## src/shared/toc_pkg.sv

```systemverilog
// Purpose: Constants and types for the 16-bit timer output compare unit
// Assumes: Byte-wide CPU strobes, one system clock, timer tick as enable input
// Notes:   Mode codes follow the waveform_mode encoding of the timer
package toc_pkg;
	localparam int          CNT_W          = 16;
	localparam int          BYTE_W         = 8;
	localparam int          NUM_CH         = 2;
	localparam int          MODE_W         = 4;
	localparam int          COM_W          = 2;
	localparam int          CS_W           = 3;
	localparam int          CH_A           = 0;
	localparam int          CH_B           = 1;
	localparam logic [15:0] CNT_RESET      = 16'h0000;
	localparam logic [15:0] CNT_MAX        = 16'hffff;
	localparam logic [15:0] CNT_BOTTOM     = 16'h0000;
	localparam logic [15:0] CMP_RESET      = 16'h0000;
	localparam logic [7:0]  TEMP_RESET     = 8'h00;
	localparam logic        OUT_RESET      = 1'b0;
	localparam logic [2:0]  CS_STOPPED     = 3'h0;
	localparam logic [3:0]  MODE_NORMAL    = 4'h0;
	localparam logic [3:0]  MODE_CTC_CMP   = 4'h4;
	localparam logic [3:0]  MODE_CTC_CAP   = 4'hc;
	localparam logic [3:0]  MODE_RESERVED  = 4'hd;
	localparam logic [1:0]  COM_NONE       = 2'h0;
	localparam logic [1:0]  COM_TOGGLE     = 2'h1;
	localparam logic [1:0]  COM_CLEAR      = 2'h2;
	localparam logic [1:0]  COM_SET        = 2'h3;
	// Counter step choices made once per timer tick
	typedef enum logic [1:0] {
		toc_cnt_hold,
		toc_cnt_inc,
		toc_cnt_clear
	} toc_cnt_op_t;
endpackage : toc_pkg
```

## src/rtl/toc_compare_unit.sv

```systemverilog
// Purpose: Counter, two compare channels, flags and pin override
// Assumes: i_timer_tick is a one-cycle pulse of the prescaled timer clock
// Notes:   Only Normal and clear-on-match counting; PWM modes only buffer and ignore force strobes
`timescale 1ns/1ps
module toc_compare_unit
	import toc_pkg::*;
(
	input  wire logic                       i_clock,
	input  wire logic                       i_rst_b,
	input  wire logic                       i_timer_tick,
	input  wire logic [toc_pkg::CS_W-1:0]   i_clock_select,
	input  wire logic [toc_pkg::MODE_W-1:0] i_waveform_mode,
	input  wire logic [toc_pkg::CNT_W-1:0]  i_capture_value,
	input  wire logic [toc_pkg::BYTE_W-1:0] i_wr_data,
	input  wire logic                       i_cnt_wr_high,
	input  wire logic                       i_cnt_wr_low,
	input  wire logic                       i_cmp_a_wr_high,
	input  wire logic                       i_cmp_a_wr_low,
	input  wire logic                       i_cmp_b_wr_high,
	input  wire logic                       i_cmp_b_wr_low,
	input  wire logic [toc_pkg::COM_W-1:0]  i_compare_output_mode_a,
	input  wire logic [toc_pkg::COM_W-1:0]  i_compare_output_mode_b,
	input  wire logic [toc_pkg::NUM_CH-1:0] i_force_compare_strobe,
	input  wire logic [toc_pkg::NUM_CH-1:0] i_compare_irq_enable,
	input  wire logic                       i_overflow_irq_enable,
	input  wire logic [toc_pkg::NUM_CH-1:0] i_flag_wr,
	input  wire logic [toc_pkg::NUM_CH-1:0] i_flag_wr_data,
	input  wire logic [toc_pkg::NUM_CH-1:0] i_irq_ack,
	input  wire logic                       i_overflow_ack,
	input  wire logic [toc_pkg::NUM_CH-1:0] i_port_value,
	input  wire logic [toc_pkg::NUM_CH-1:0] i_pin_direction_bit,
	output logic      [toc_pkg::CNT_W-1:0]  o_timer_count,
	output logic      [toc_pkg::CNT_W-1:0]  o_compare_value_a,
	output logic      [toc_pkg::CNT_W-1:0]  o_compare_value_b,
	output logic      [toc_pkg::NUM_CH-1:0] o_compare_match_flag,
	output logic                            o_overflow_flag,
	output logic      [toc_pkg::NUM_CH-1:0] o_compare_irq,
	output logic                            o_overflow_irq,
	output logic      [toc_pkg::NUM_CH-1:0] o_compare_output_state,
	output logic      [toc_pkg::NUM_CH-1:0] o_pin_value,
	output logic      [toc_pkg::NUM_CH-1:0] o_pin_drive
);
	logic [CNT_W-1:0]  timer_count;
	logic [BYTE_W-1:0] temp_high;
	logic              block_pending;
	logic [NUM_CH-1:0] match_seen;
	logic [NUM_CH-1:0] match_flag;
	logic              overflow_flag;
	logic [NUM_CH-1:0] irq_q;
	logic              ovf_irq_q;
	logic [NUM_CH-1:0] state_q;
	logic [NUM_CH-1:0] pin_q;
	logic [NUM_CH-1:0] drive_q;
	logic [CNT_W-1:0]  active_val [NUM_CH];
	logic [CNT_W-1:0]  cpu_view   [NUM_CH];
	logic [NUM_CH-1:0] ch_state;
	logic [NUM_CH-1:0] ch_pin;
	logic [CNT_W-1:0]  next_count;
	toc_cnt_op_t       cnt_op;

	// Mode decode: only modes 0, 4, 12 and reserved 13 are unbuffered
	wire is_normal   = (i_waveform_mode == MODE_NORMAL);
	wire is_ctc_a    = (i_waveform_mode == MODE_CTC_CMP);
	wire is_ctc_cap  = (i_waveform_mode == MODE_CTC_CAP);
	wire non_pwm     = is_normal | is_ctc_a | is_ctc_cap
	                 | (i_waveform_mode == MODE_RESERVED);
	wire buffered    = ~non_pwm;
	wire running     = (i_clock_select != CS_STOPPED);
	wire tick        = i_timer_tick & running;
	wire cnt_write   = i_cnt_wr_low;
	wire at_bottom   = (timer_count == CNT_BOTTOM);
	wire at_top      = is_ctc_a ? (timer_count == active_val[CH_A])
	                            : (timer_count == CNT_MAX);

	// Raw comparators on every counter bit
	wire [NUM_CH-1:0] raw_match;
	wire [NUM_CH-1:0] wr_low  = {i_cmp_b_wr_low, i_cmp_a_wr_low};
	wire [NUM_CH-1:0] wr_high = {i_cmp_b_wr_high, i_cmp_a_wr_high};
	wire [COM_W-1:0]  com_mode [NUM_CH];
	assign com_mode[CH_A] = i_compare_output_mode_a;
	assign com_mode[CH_B] = i_compare_output_mode_b;

	// Per-channel compare value, comparator and output state
	genvar ch;
	generate
		for (ch = 0; ch < NUM_CH; ch++) begin : g_chan
			toc_compare_value u_value (
				.i_clock     (i_clock),
				.i_rst_b     (i_rst_b),
				.i_buffered  (buffered),
				.i_wr_low    (wr_low[ch]),
				.i_wr_data   (i_wr_data),
				.i_temp_high (temp_high),
				.i_update    (tick & (at_top | at_bottom)),
				.o_active    (active_val[ch]),
				.o_cpu_view  (cpu_view[ch])
			);
			assign raw_match[ch] = (timer_count == active_val[ch]);
			toc_output_state u_state (
				.i_clock       (i_clock),
				.i_rst_b       (i_rst_b),
				.i_match_event (tick & raw_match[ch] & ~block_pending),
				.i_force       (i_force_compare_strobe[ch] & non_pwm),
				.i_output_mode (com_mode[ch]),
				.i_port_value  (i_port_value[ch]),
				.o_state       (ch_state[ch]),
				.o_pin_value   (ch_pin[ch])
			);
		end
	endgenerate

	// Gated matches: a counter write blocks the next tick's matches
	wire [NUM_CH-1:0] match_ok = raw_match & {NUM_CH{~block_pending}};
	wire ctc_clear = (is_ctc_a & match_ok[CH_A])
	               | (is_ctc_cap & (timer_count == i_capture_value));

	// Counter step choice; CPU write beats clear and count
	always_comb begin
		cnt_op     = toc_cnt_hold;
		next_count = timer_count;
		if (cnt_write) begin
			next_count = {temp_high, i_wr_data};
		end else if (tick) begin
			cnt_op = ctc_clear ? toc_cnt_clear : toc_cnt_inc;
			case (cnt_op)
				toc_cnt_clear: next_count = CNT_RESET;
				toc_cnt_inc:   next_count = timer_count + 16'h0001;
				default:       next_count = timer_count;
			endcase
		end
	end

	// Counter and shared temporary high byte
	always_ff @(posedge i_clock or negedge i_rst_b) begin
		if (!i_rst_b) begin
			timer_count <= CNT_RESET;
			temp_high   <= TEMP_RESET;
		end else begin
			timer_count <= next_count;
			if (i_cnt_wr_high | (|wr_high))
				temp_high <= i_wr_data;
		end
	end

	// Blocking lasts until the next tick, even with the clock stopped
	always_ff @(posedge i_clock or negedge i_rst_b) begin
		if (!i_rst_b)
			block_pending <= 1'b0;
		else if (cnt_write)
			block_pending <= 1'b1;
		else if (tick)
			block_pending <= 1'b0;
	end

	// Match seen on one tick sets the flag on the next tick
	wire [NUM_CH-1:0] flag_set = match_seen & {NUM_CH{tick}};
	wire [NUM_CH-1:0] flag_clr = (i_flag_wr & i_flag_wr_data)
	                           | i_irq_ack;
	wire ovf_set = tick & ~cnt_write & (next_count == CNT_BOTTOM)
	             & (timer_count == CNT_MAX);

	// Flags: set wins over a clear in the same cycle
	always_ff @(posedge i_clock or negedge i_rst_b) begin
		if (!i_rst_b) begin
			match_seen    <= '0;
			match_flag    <= '0;
			overflow_flag <= 1'b0;
		end else begin
			if (tick)
				match_seen <= match_ok;
			match_flag    <= flag_set | (match_flag & ~flag_clr);
			overflow_flag <= ovf_set | (overflow_flag & ~i_overflow_ack);
		end
	end

	// Interrupt requests from the flag values about to be stored
	wire [NUM_CH-1:0] next_flag = flag_set | (match_flag & ~flag_clr);
	wire [NUM_CH-1:0] next_irq  = next_flag & i_compare_irq_enable;
	wire next_ovf_irq = (ovf_set | (overflow_flag & ~i_overflow_ack))
	                  & i_overflow_irq_enable;

	// Registered outputs; capture logic never sees the output mode
	always_ff @(posedge i_clock or negedge i_rst_b) begin
		if (!i_rst_b) begin
			irq_q     <= '0;
			ovf_irq_q <= 1'b0;
			state_q   <= '0;
			pin_q     <= '0;
			drive_q   <= '0;
		end else begin
			irq_q     <= next_irq;
			ovf_irq_q <= next_ovf_irq;
			state_q   <= ch_state;
			pin_q     <= ch_pin;
			drive_q   <= i_pin_direction_bit;
		end
	end

	// Compare value read-back registered for the flop-only outputs
	logic [CNT_W-1:0] view_a;
	logic [CNT_W-1:0] view_b;
	always_ff @(posedge i_clock or negedge i_rst_b) begin
		if (!i_rst_b) begin
			view_a <= CMP_RESET;
			view_b <= CMP_RESET;
		end else begin
			view_a <= cpu_view[CH_A];
			view_b <= cpu_view[CH_B];
		end
	end

	assign o_timer_count          = timer_count;
	assign o_compare_value_a      = view_a;
	assign o_compare_value_b      = view_b;
	assign o_compare_match_flag   = match_flag;
	assign o_overflow_flag        = overflow_flag;
	assign o_compare_irq          = irq_q;
	assign o_overflow_irq         = ovf_irq_q;
	assign o_compare_output_state = state_q;
	assign o_pin_value            = pin_q;
	assign o_pin_drive            = drive_q;
endmodule : toc_compare_unit

```

## src/rtl/toc_compare_value.sv

```systemverilog
// Purpose: One channel's compare value with optional double buffer
// Assumes: Low-byte write strobe carries the shared temporary high byte
// Notes:   Buffer changes only on CPU writes, active also at TOP/BOTTOM; reads bypass the temp byte
`timescale 1ns/1ps
module toc_compare_value
	import toc_pkg::*;
(
	input  wire logic                       i_clock,
	input  wire logic                       i_rst_b,
	input  wire logic                       i_buffered,
	input  wire logic                       i_wr_low,
	input  wire logic [toc_pkg::BYTE_W-1:0] i_wr_data,
	input  wire logic [toc_pkg::BYTE_W-1:0] i_temp_high,
	input  wire logic                       i_update,
	output logic      [toc_pkg::CNT_W-1:0]  o_active,
	output logic      [toc_pkg::CNT_W-1:0]  o_cpu_view
);
	logic [CNT_W-1:0] buffer_value;
	logic [CNT_W-1:0] active_value;
	wire  [CNT_W-1:0] write_word = {i_temp_high, i_wr_data};
	wire              wr_buffer  = i_wr_low & i_buffered;
	wire              wr_direct  = i_wr_low & ~i_buffered;

	// Buffer catches every CPU write, whether double buffering is on or off
	always_ff @(posedge i_clock or negedge i_rst_b) begin
		if (!i_rst_b)
			buffer_value <= CMP_RESET;
		else if (wr_buffer)
			buffer_value <= write_word;
		else if (wr_direct)
			buffer_value <= write_word;
	end

	// Active value: direct write or transfer at TOP/BOTTOM
	always_ff @(posedge i_clock or negedge i_rst_b) begin
		if (!i_rst_b)
			active_value <= CMP_RESET;
		else if (wr_direct)
			active_value <= write_word;
		else if (i_buffered && i_update)
			active_value <= buffer_value;
	end

	assign o_active   = active_value;
	// Read straight from the buffer/register, never via temp
	assign o_cpu_view = i_buffered ? buffer_value : active_value;
endmodule : toc_compare_value

```

## src/rtl/toc_output_state.sv

```systemverilog
// Purpose: Output compare state bit and pin override of one channel
// Assumes: Match and force pulses are one system clock wide
// Notes:   State is kept across mode changes; reset, or a match or force in clear mode, clears it
`timescale 1ns/1ps
module toc_output_state
	import toc_pkg::*;
(
	input  wire logic                      i_clock,
	input  wire logic                      i_rst_b,
	input  wire logic                      i_match_event,
	input  wire logic                      i_force,
	input  wire logic [toc_pkg::COM_W-1:0] i_output_mode,
	input  wire logic                      i_port_value,
	output logic                           o_state,
	output logic                           o_pin_value
);
	logic state;
	logic next_state;
	wire  act = i_match_event | i_force;

	// Mode setting read live, not buffered with the compare value
	always_comb begin
		next_state = state;
		if (act) begin
			case (i_output_mode)
				COM_NONE:   next_state = state;
				COM_TOGGLE: next_state = ~state;
				COM_CLEAR:  next_state = 1'b0;
				COM_SET:    next_state = 1'b1;
				default:    next_state = state;
			endcase
		end
	end

	// Mode only selects the action on a match or force, so a mode change alone cannot disturb it
	always_ff @(posedge i_clock or negedge i_rst_b) begin
		if (!i_rst_b)
			state <= OUT_RESET;
		else
			state <= next_state;
	end

	assign o_state     = state;
	// Any nonzero mode hands the pin to the compare state
	assign o_pin_value = (i_output_mode != COM_NONE) ? state
	                                                 : i_port_value;
endmodule : toc_output_state

```

## config.mk

```make
export PLATFORM = sky130hd
export DESIGN_NAME = toc_compare_unit
export DESIGN_NICKNAME = d
export VERILOG_FILES = /design/src/shared/toc_pkg.sv /design/src/rtl/toc_compare_unit.sv /design/src/rtl/toc_compare_value.sv /design/src/rtl/toc_output_state.sv
export SDC_FILE = /design/constraint.sdc
export NUM_CORES = 1
export LEC_CHECK = 0
export ABC_AREA = 0
export BUFFER_PORTS_ARGS = -buffer_cell sky130_fd_sc_hd__clkbuf_2
export CORE_ASPECT_RATIO = 0.9
export CORE_MARGIN = 3
export CORE_UTILIZATION = 35
export DETAILED_ROUTE_END_ITERATION = 6
export SLEW_MARGIN = 20
export SYNTH_ARGS = -nofsm -noshare
export SYNTH_HDL_FRONTEND = slang
export SYNTH_SLANG_ARGS = --single-unit
```

## constraint.sdc

```tcl
create_clock -name i_clock -period 2.4 [get_ports i_clock]
set_input_delay 0 -clock i_clock [delete_from_list [all_inputs] [get_ports i_clock]]
set_output_delay 0 -clock i_clock [all_outputs]
set_load 0.02 [all_outputs]
```

# [Word level (Yosys, flattened, before mapping)]
# Index checks and enable logic that the tools add are counted.
[op_classes] bitwise_logic=44 magnitude_cmp=0 multipliers=0 div=0 mux=21 add_sub_neg=1 n_eq_ne=15 n_reduce_logical=17 shifts=0
[ops] op="$mux 16" n=12
[ops] op="$eq 16x16->1" n=3
[ops] op="$logic_not 16->1" n=2
[ops] op="$pmux 16 s2" n=1
[ops] op="$and 1x1->1" n=19
[ops] op="$add 16x1->16 const B" n=1
[ops] op="$eq 16x16->1 const B" n=1
[ops] op="$reduce_bool 2->1" n=7
[ops] op="$and 2x2->2" n=5
[ops] op="$eq 2x2->1 const B" n=5
[ops] op="$or 1x1->1" n=9
[ops] op="$eq 4x4->1 const B" n=2
[ops] op="$not 1->1" n=8
[ops] op="$eq 2x1->1 const B" n=3
[ops] op="$pmux 1 s3" n=2
[ops] op="$mux 1" n=5
[ops] op="$eq 4x3->1 const B" n=1
[ops] op="$logic_not 2->1" n=2
[ops] op="$logic_not 4->1" n=1
[ops] op="$or 2x2->2" n=2
[ops] op="$reduce_and 2->1" n=2
[ops] op="$reduce_bool 3->1" n=1
[ops] op="$mux 2" n=1
[ops] op="$not 2->2" n=1
[ops] op="2 further kinds" n=2
[word_totals] output_inout_bits=60 rom_bits=0 wordCells=117 ramBits=0 latchBits=0 reg_bits=137 n_memories=0

# [Depth between registers and ports, before layout]
[depth] ltp_word=14 depth_mapped=10

# [Modules after synthesis]
# Synthesis repeated with hierarchy kept, for this count alone.
[hier_totals] hier_cells=567 area_unflattened_um2=7292.0
[modules_own_cells] mod="toc_compare_value" instances=2 area_per_inst_um2=1868.0 cells_per_inst=122 seq_area_each_um2=800.8
[modules_own_cells] mod="toc_compare_unit" instances=1 area_per_inst_um2=3430.8 cells_per_inst=305 seq_area_each_um2=1776.7
[modules_own_cells] mod="toc_output_state" instances=2 area_per_inst_um2=62.6 cells_per_inst=9 seq_area_each_um2=25.0

# [Worst setup path after synthesis]
# Ideal clock, no wire load.
[synth_path] path_kind="reg2reg" startpoint="reg timer_count[1], in the netlist o_timer_count[1]" endpoint="reg g_chan[1].u_value.active_value[5]" required_time_ns=2.331 stages_incl_launch_ff=10 setup_time_ns=0.069 arrival_ns=2.062 path_slack_ns=0.270 path_cell_list="dfrtp_1 -> clkbuf_1 -> inv_1 -> ha_1 -> nor4b_1 -> and4_1 -> o311ai_2 -> clkbuf_1 -> nand3_1 -> nand3_1"
[synth_between] elab_chain_len=6 word_cells_on_any_way=8
[synth_rtl] item="start: declaration" line="toc_compare_unit.sv:43" text="logic [CNT_W-1:0] timer_count;"
[synth_rtl] item="start signal: assignment" line="toc_compare_unit.sv:139" text="timer_count <= next_count;"
[synth_rtl] item="$eq 16x16->1 (on tied branches)" line="toc_compare_unit.sv:73, toc_compare_unit.sv:72"
[synth_rtl] item="$mux 1" line="toc_compare_unit.sv:72" text="wire at_top = is_ctc_a ? (timer_count == active_val[CH_A])"
[synth_rtl] item="$or 1x1->1 (*)" line="toc_compare_unit.sv:94" text=".i_update (tick & (at_top | at_bottom)),"
[synth_rtl] item="$and 1x1->1 (*)" line="toc_compare_unit.sv:94"
[synth_rtl] item="$logic_and 1x1->1 (*)" line="toc_compare_value.sv:40" text="else if (i_buffered && i_update)"
[synth_rtl] item="$reduce_bool 2->1 (no line) (*)"
[synth_rtl] item="end signal: assignment" line="toc_compare_value.sv:39" text="active_value <= write_word;"
[synth_rtl] item="end signal: assignment" line="toc_compare_value.sv:41" text="active_value <= buffer_value;"
[synth_rtl] item="end: declaration" line="toc_compare_value.sv:19" text="logic [CNT_W-1:0] active_value;"
# Mark *: on every way between the ends. The rest lies on a longest branch, timed or not.
# A chain may end at the register's enable or synchronous reset.

# [Worst setup path after layout]
[layout_path] startpoint="reg timer_count[6], in the netlist o_timer_count[6]" endpoint="reg timer_count[5], in the netlist o_timer_count[5]"
[layout_between] elab_chain_len=9 word_cells_on_any_way=12
[layout_rtl] item="$eq 16x16->1" line="toc_compare_unit.sv:98" text="assign raw_match[ch] = (timer_count == active_val[ch]);"
[layout_rtl] item="$and 2x2->2" line="toc_compare_unit.sv:113" text="wire [NUM_CH-1:0] match_ok = raw_match & {NUM_CH{~block_pending}};"
[layout_rtl] item="$and 1x1->1" line="toc_compare_unit.sv:114" text="wire ctc_clear = (is_ctc_a & match_ok[CH_A])"
[layout_rtl] item="$or 1x1->1 (*)" line="toc_compare_unit.sv:115" text="| (is_ctc_cap & (timer_count == i_capture_value));"
[layout_rtl] item="$mux 2 (*)" line="toc_compare_unit.sv:124" text="cnt_op = ctc_clear ? toc_cnt_clear : toc_cnt_inc;"
[layout_rtl] item="$eq 2x1->1 / $eq 2x2->1 (equally long branches)" line="toc_compare_unit.sv:125" text="case (cnt_op)"
[layout_rtl] item="$pmux 16 s2 (*)" line="toc_compare_unit.sv:125"
[layout_rtl] item="$mux 16 (*)" line="toc_compare_unit.sv:123" text="end else if (tick) begin"
[layout_rtl] item="$mux 16 (*)" line="toc_compare_unit.sv:121" text="if (cnt_write) begin"
[layout_rtl] item="net next_count[5]" line="toc_compare_unit.sv:58" text="logic [CNT_W-1:0] next_count;"
# The timed path passes the listed nets; every way through them passes the cells marked *.

==> impl_metrics.toml <==
[timing]
slew_headroom_pct = 61.5
finalHoldViolations = 0
grt_setup_unrepaired = "no"
tightest_slew_ns = 0.572
post-route-min-period_ns = 2.27
fmax_ghz = 0.440
skew_ns = 0.00983
min_period_over_period_pct = 94.8
fin_setup_tns_ns = 0
finalSetupViolations = 0
worst_slack_ns = 0.125
finalMaxSlewViolations = 0

[drt]
dr_total_vias = 5207
wl_met1_um = 8770
viasPerCell = 5.23
wl_met3_um = 1640
drt_iter0_markers = 407
met2_length_um = 8960
finalWirelength_um = 19600
drtAntennaViolNets = 0
highest_layer = "met4"
avgRoutedWirePerCell_um = 19.7
dr.pass1.iters = 5
drc_errors = 0

[cts]
clk_latency_ns = 0.42
cts_tree = "built"
clk_pin_slew_worst_paths_ns = 0.06
cts-root-buf = "clkbuf_16"
cts.sinks = 137
numCtsBuffers = 17
clockBufferDepth = 2
h-tree-depth = 4

[synth]
ys_types = 53
synth_edf_count = 0
avgSynthCellArea_um2 = 11.1
seq_area_frac_synth_pct = 52.3
syn_inst = 592
ys_ff_latch = 137
yosys_warnings = 0
syn-num-nets = 654
ys.flop_type = "dfrtp_1"
syn_area_um2 = 6550
async_flop_share_pct = 100

[floorplanning]
core_um2 = 18000
rows = 46
start_util_pct = 36.4
fp.dieH_um = 136
dieArea_um2 = 20400
ios = 120
die_w_um = 150

[power]
p_per_area_nw_per_um2 = 829
cellLeakagePower_nw = 3.74
irDropWorstVdd_mv = 0.491

[setup_path]
start_kind = "flip-flop"
r2r_end = "o_timer_count[5]$_DFF_PN0_"
rr_worst_depth = 7
end_kind = "flip-flop"
cp.arrival_ns = 2.56
critPathRequiredTime_ns = 2.69
crit-reg2reg-launch = "o_timer_count[6]$_DFF_PN0_"
r2r_setup_slack_ns = 0.13
critPathMaxFanout = 12
path_class = "flip-flop to flip-flop"

[hold_path]
hold_start = "i_flag_wr_data[0]"
hp-class = "input pin to flip-flop"
hold_depth = 4
worstHoldEndpoint = "o_compare_irq[0]$_DFF_PN0_"

[layout]
final_cell_mix = "133 x dfrtp_1, 118 x clkbuf_2, 78 x nand3_1"
fillers = 1647
stdcell_count = 996
final_common_cell = "dfrtp_1"
final_core_util_pct = 46.5
layout.nets = 805
stdcell_area_um2 = 8380
syn2layout_area_growth_pct = 27.9
num_antenna_cells = 0
drive_gt1_share_pct = 35.1

[placed_design]
dpl.hpwl_um = 13800
gp_congestion = 0.868
place_inst = 934
placed_area_um2 = 7460
dp_slack_ns = 0.0838
portBuffers = 119

[global_route]
grt_max_degree = 58
grt_antenna_before_repair = 0
grt_overflow = 0
grt_usage_pct = 19.5
grt_pass1_vias = 5183
grt_pass1_wl_um = 30100

[run]
maxCapViolCount = 0

[run_status]
status = "completed"
## power breakdown
| group | internal [mW] | total [mW] | leakage (nW) | switching, mW |
|---|---|---|---|---|
| sequential | 2.63 | 2.97 | 1.63 | 0.338 |
| clock | 1.72 | 2.71 | 0.297 | 0.992 |
| combinational | 0.575 | 1.27 | 1.81 | 0.692 |
| total | 4.93 | 6.95 | 3.74 | 2.02 |
## per-layer routing
metal	global-route usage [%]	up-vias
met1	26.5	2584
met2	30.6	237
li1	-	2365
met5	0	-
met3	5.72	21
met4	5.13	0
## Yosys cell counts, drive strengths merged (5+ instances only)
master,number,area [um2]
a21o,5,37.5
nor3,10,66.3
buf,29,175
nor2,29,109
nand2,55,206
xor2,26,235
clkbuf,13,50.0
nand4,16,113
o21ai,20,100
nor4,8,80.1
nand3,78,390
xnor2,36,315
dfrtp,137,3430
o22ai,7,43.8
mux2,72,811
inv,9,33.8
## through the flow
step | power (mW) | hold slack (ns)
2_1_floorplan | 3.71 | -0.296
3_3_place_gp | 4.20 | -0.00948
3_5_place_dp | 4.23 | -0.00489
4_1_cts | 7.00 | 0.0107
5_1_grt | 7.26 | 0.0621
6_report | 6.95 | 0.0321
## critical path, cell delays in order, from the launching register on
cell and delay, ns:
dfrtp_1 0.52, buf_4 0.21, xnor2_1 0.11, nand4_1 0.14, nor4_4 0.50, a221o_1 0.33
buf_4 0.23, o21ai_0 0.11
## sequential cells by signal, indices dropped and copies added (netlist names), 8 cells and up
| signal | cells |
|---|---|
| g_chan.u_value.o_active | 32 |
| o_compare_value_a | 16 |
| o_timer_count | 16 |
| temp_high | 8 |
| o_compare_value_b | 16 |
| g_chan.u_value.buffer_value | 32 |
## how the worst max path moves through the flow
stage	from	to	slack, ns
finish	o_timer_count[6]$_DFF_PN0_	o_timer_count[5]$_DFF_PN0_	0.13
global route	o_timer_count[7]$_DFF_PN0_	o_timer_count[5]$_DFF_PN0_	0.02
CTS	o_timer_count[3]$_DFF_PN0_	o_timer_count[5]$_DFF_PN0_	0.07
detailed placement	o_timer_count[3]$_DFF_PN0_	o_timer_count[5]$_DFF_PN0_	0.08
global placement	o_timer_count[3]$_DFF_PN0_	o_timer_count[5]$_DFF_PN0_	0.13
floorplan	o_timer_count[1]$_DFF_PN0_	g_chan[1].u_value.o_active[5]$_DFFE_PN0P_	0.27
## kinds of logic after synthesis
| logic type | share of synthesized area [%] |
|---|---|
| AND/OR/NAND/NOR | 17.1 |
| buffers and inverters | 3.95 |
| flip-flops | 52.3 |
| multiplexers | 12.7 |
| adder cells (fa/ha/maj) | 0.382 |
| AO/OA/AOI/OAI | 5.18 |
| XOR/XNOR | 8.40 |
## layout make-up
type,instances,area (um2),area share (%)
Sequential cell,137,3430,41.0
Multi-Input combinational cell,404,2880,34.4
Timing Repair Buffer,174,1110,13.3
Clock buffer,22,474,5.66
Tap cell,240,300,3.58
Clock inverter,10,141,1.69
Inverter,9,33.8,0.403
## timing repair
item,4_1_cts,5_1_grt
hold endpoints to repair,115,0
setup endpoints to repair,0,4
hold buffers,30,0
resized for setup,0,4
setup buffers,0,0
(Power assumes the default switching activity.)
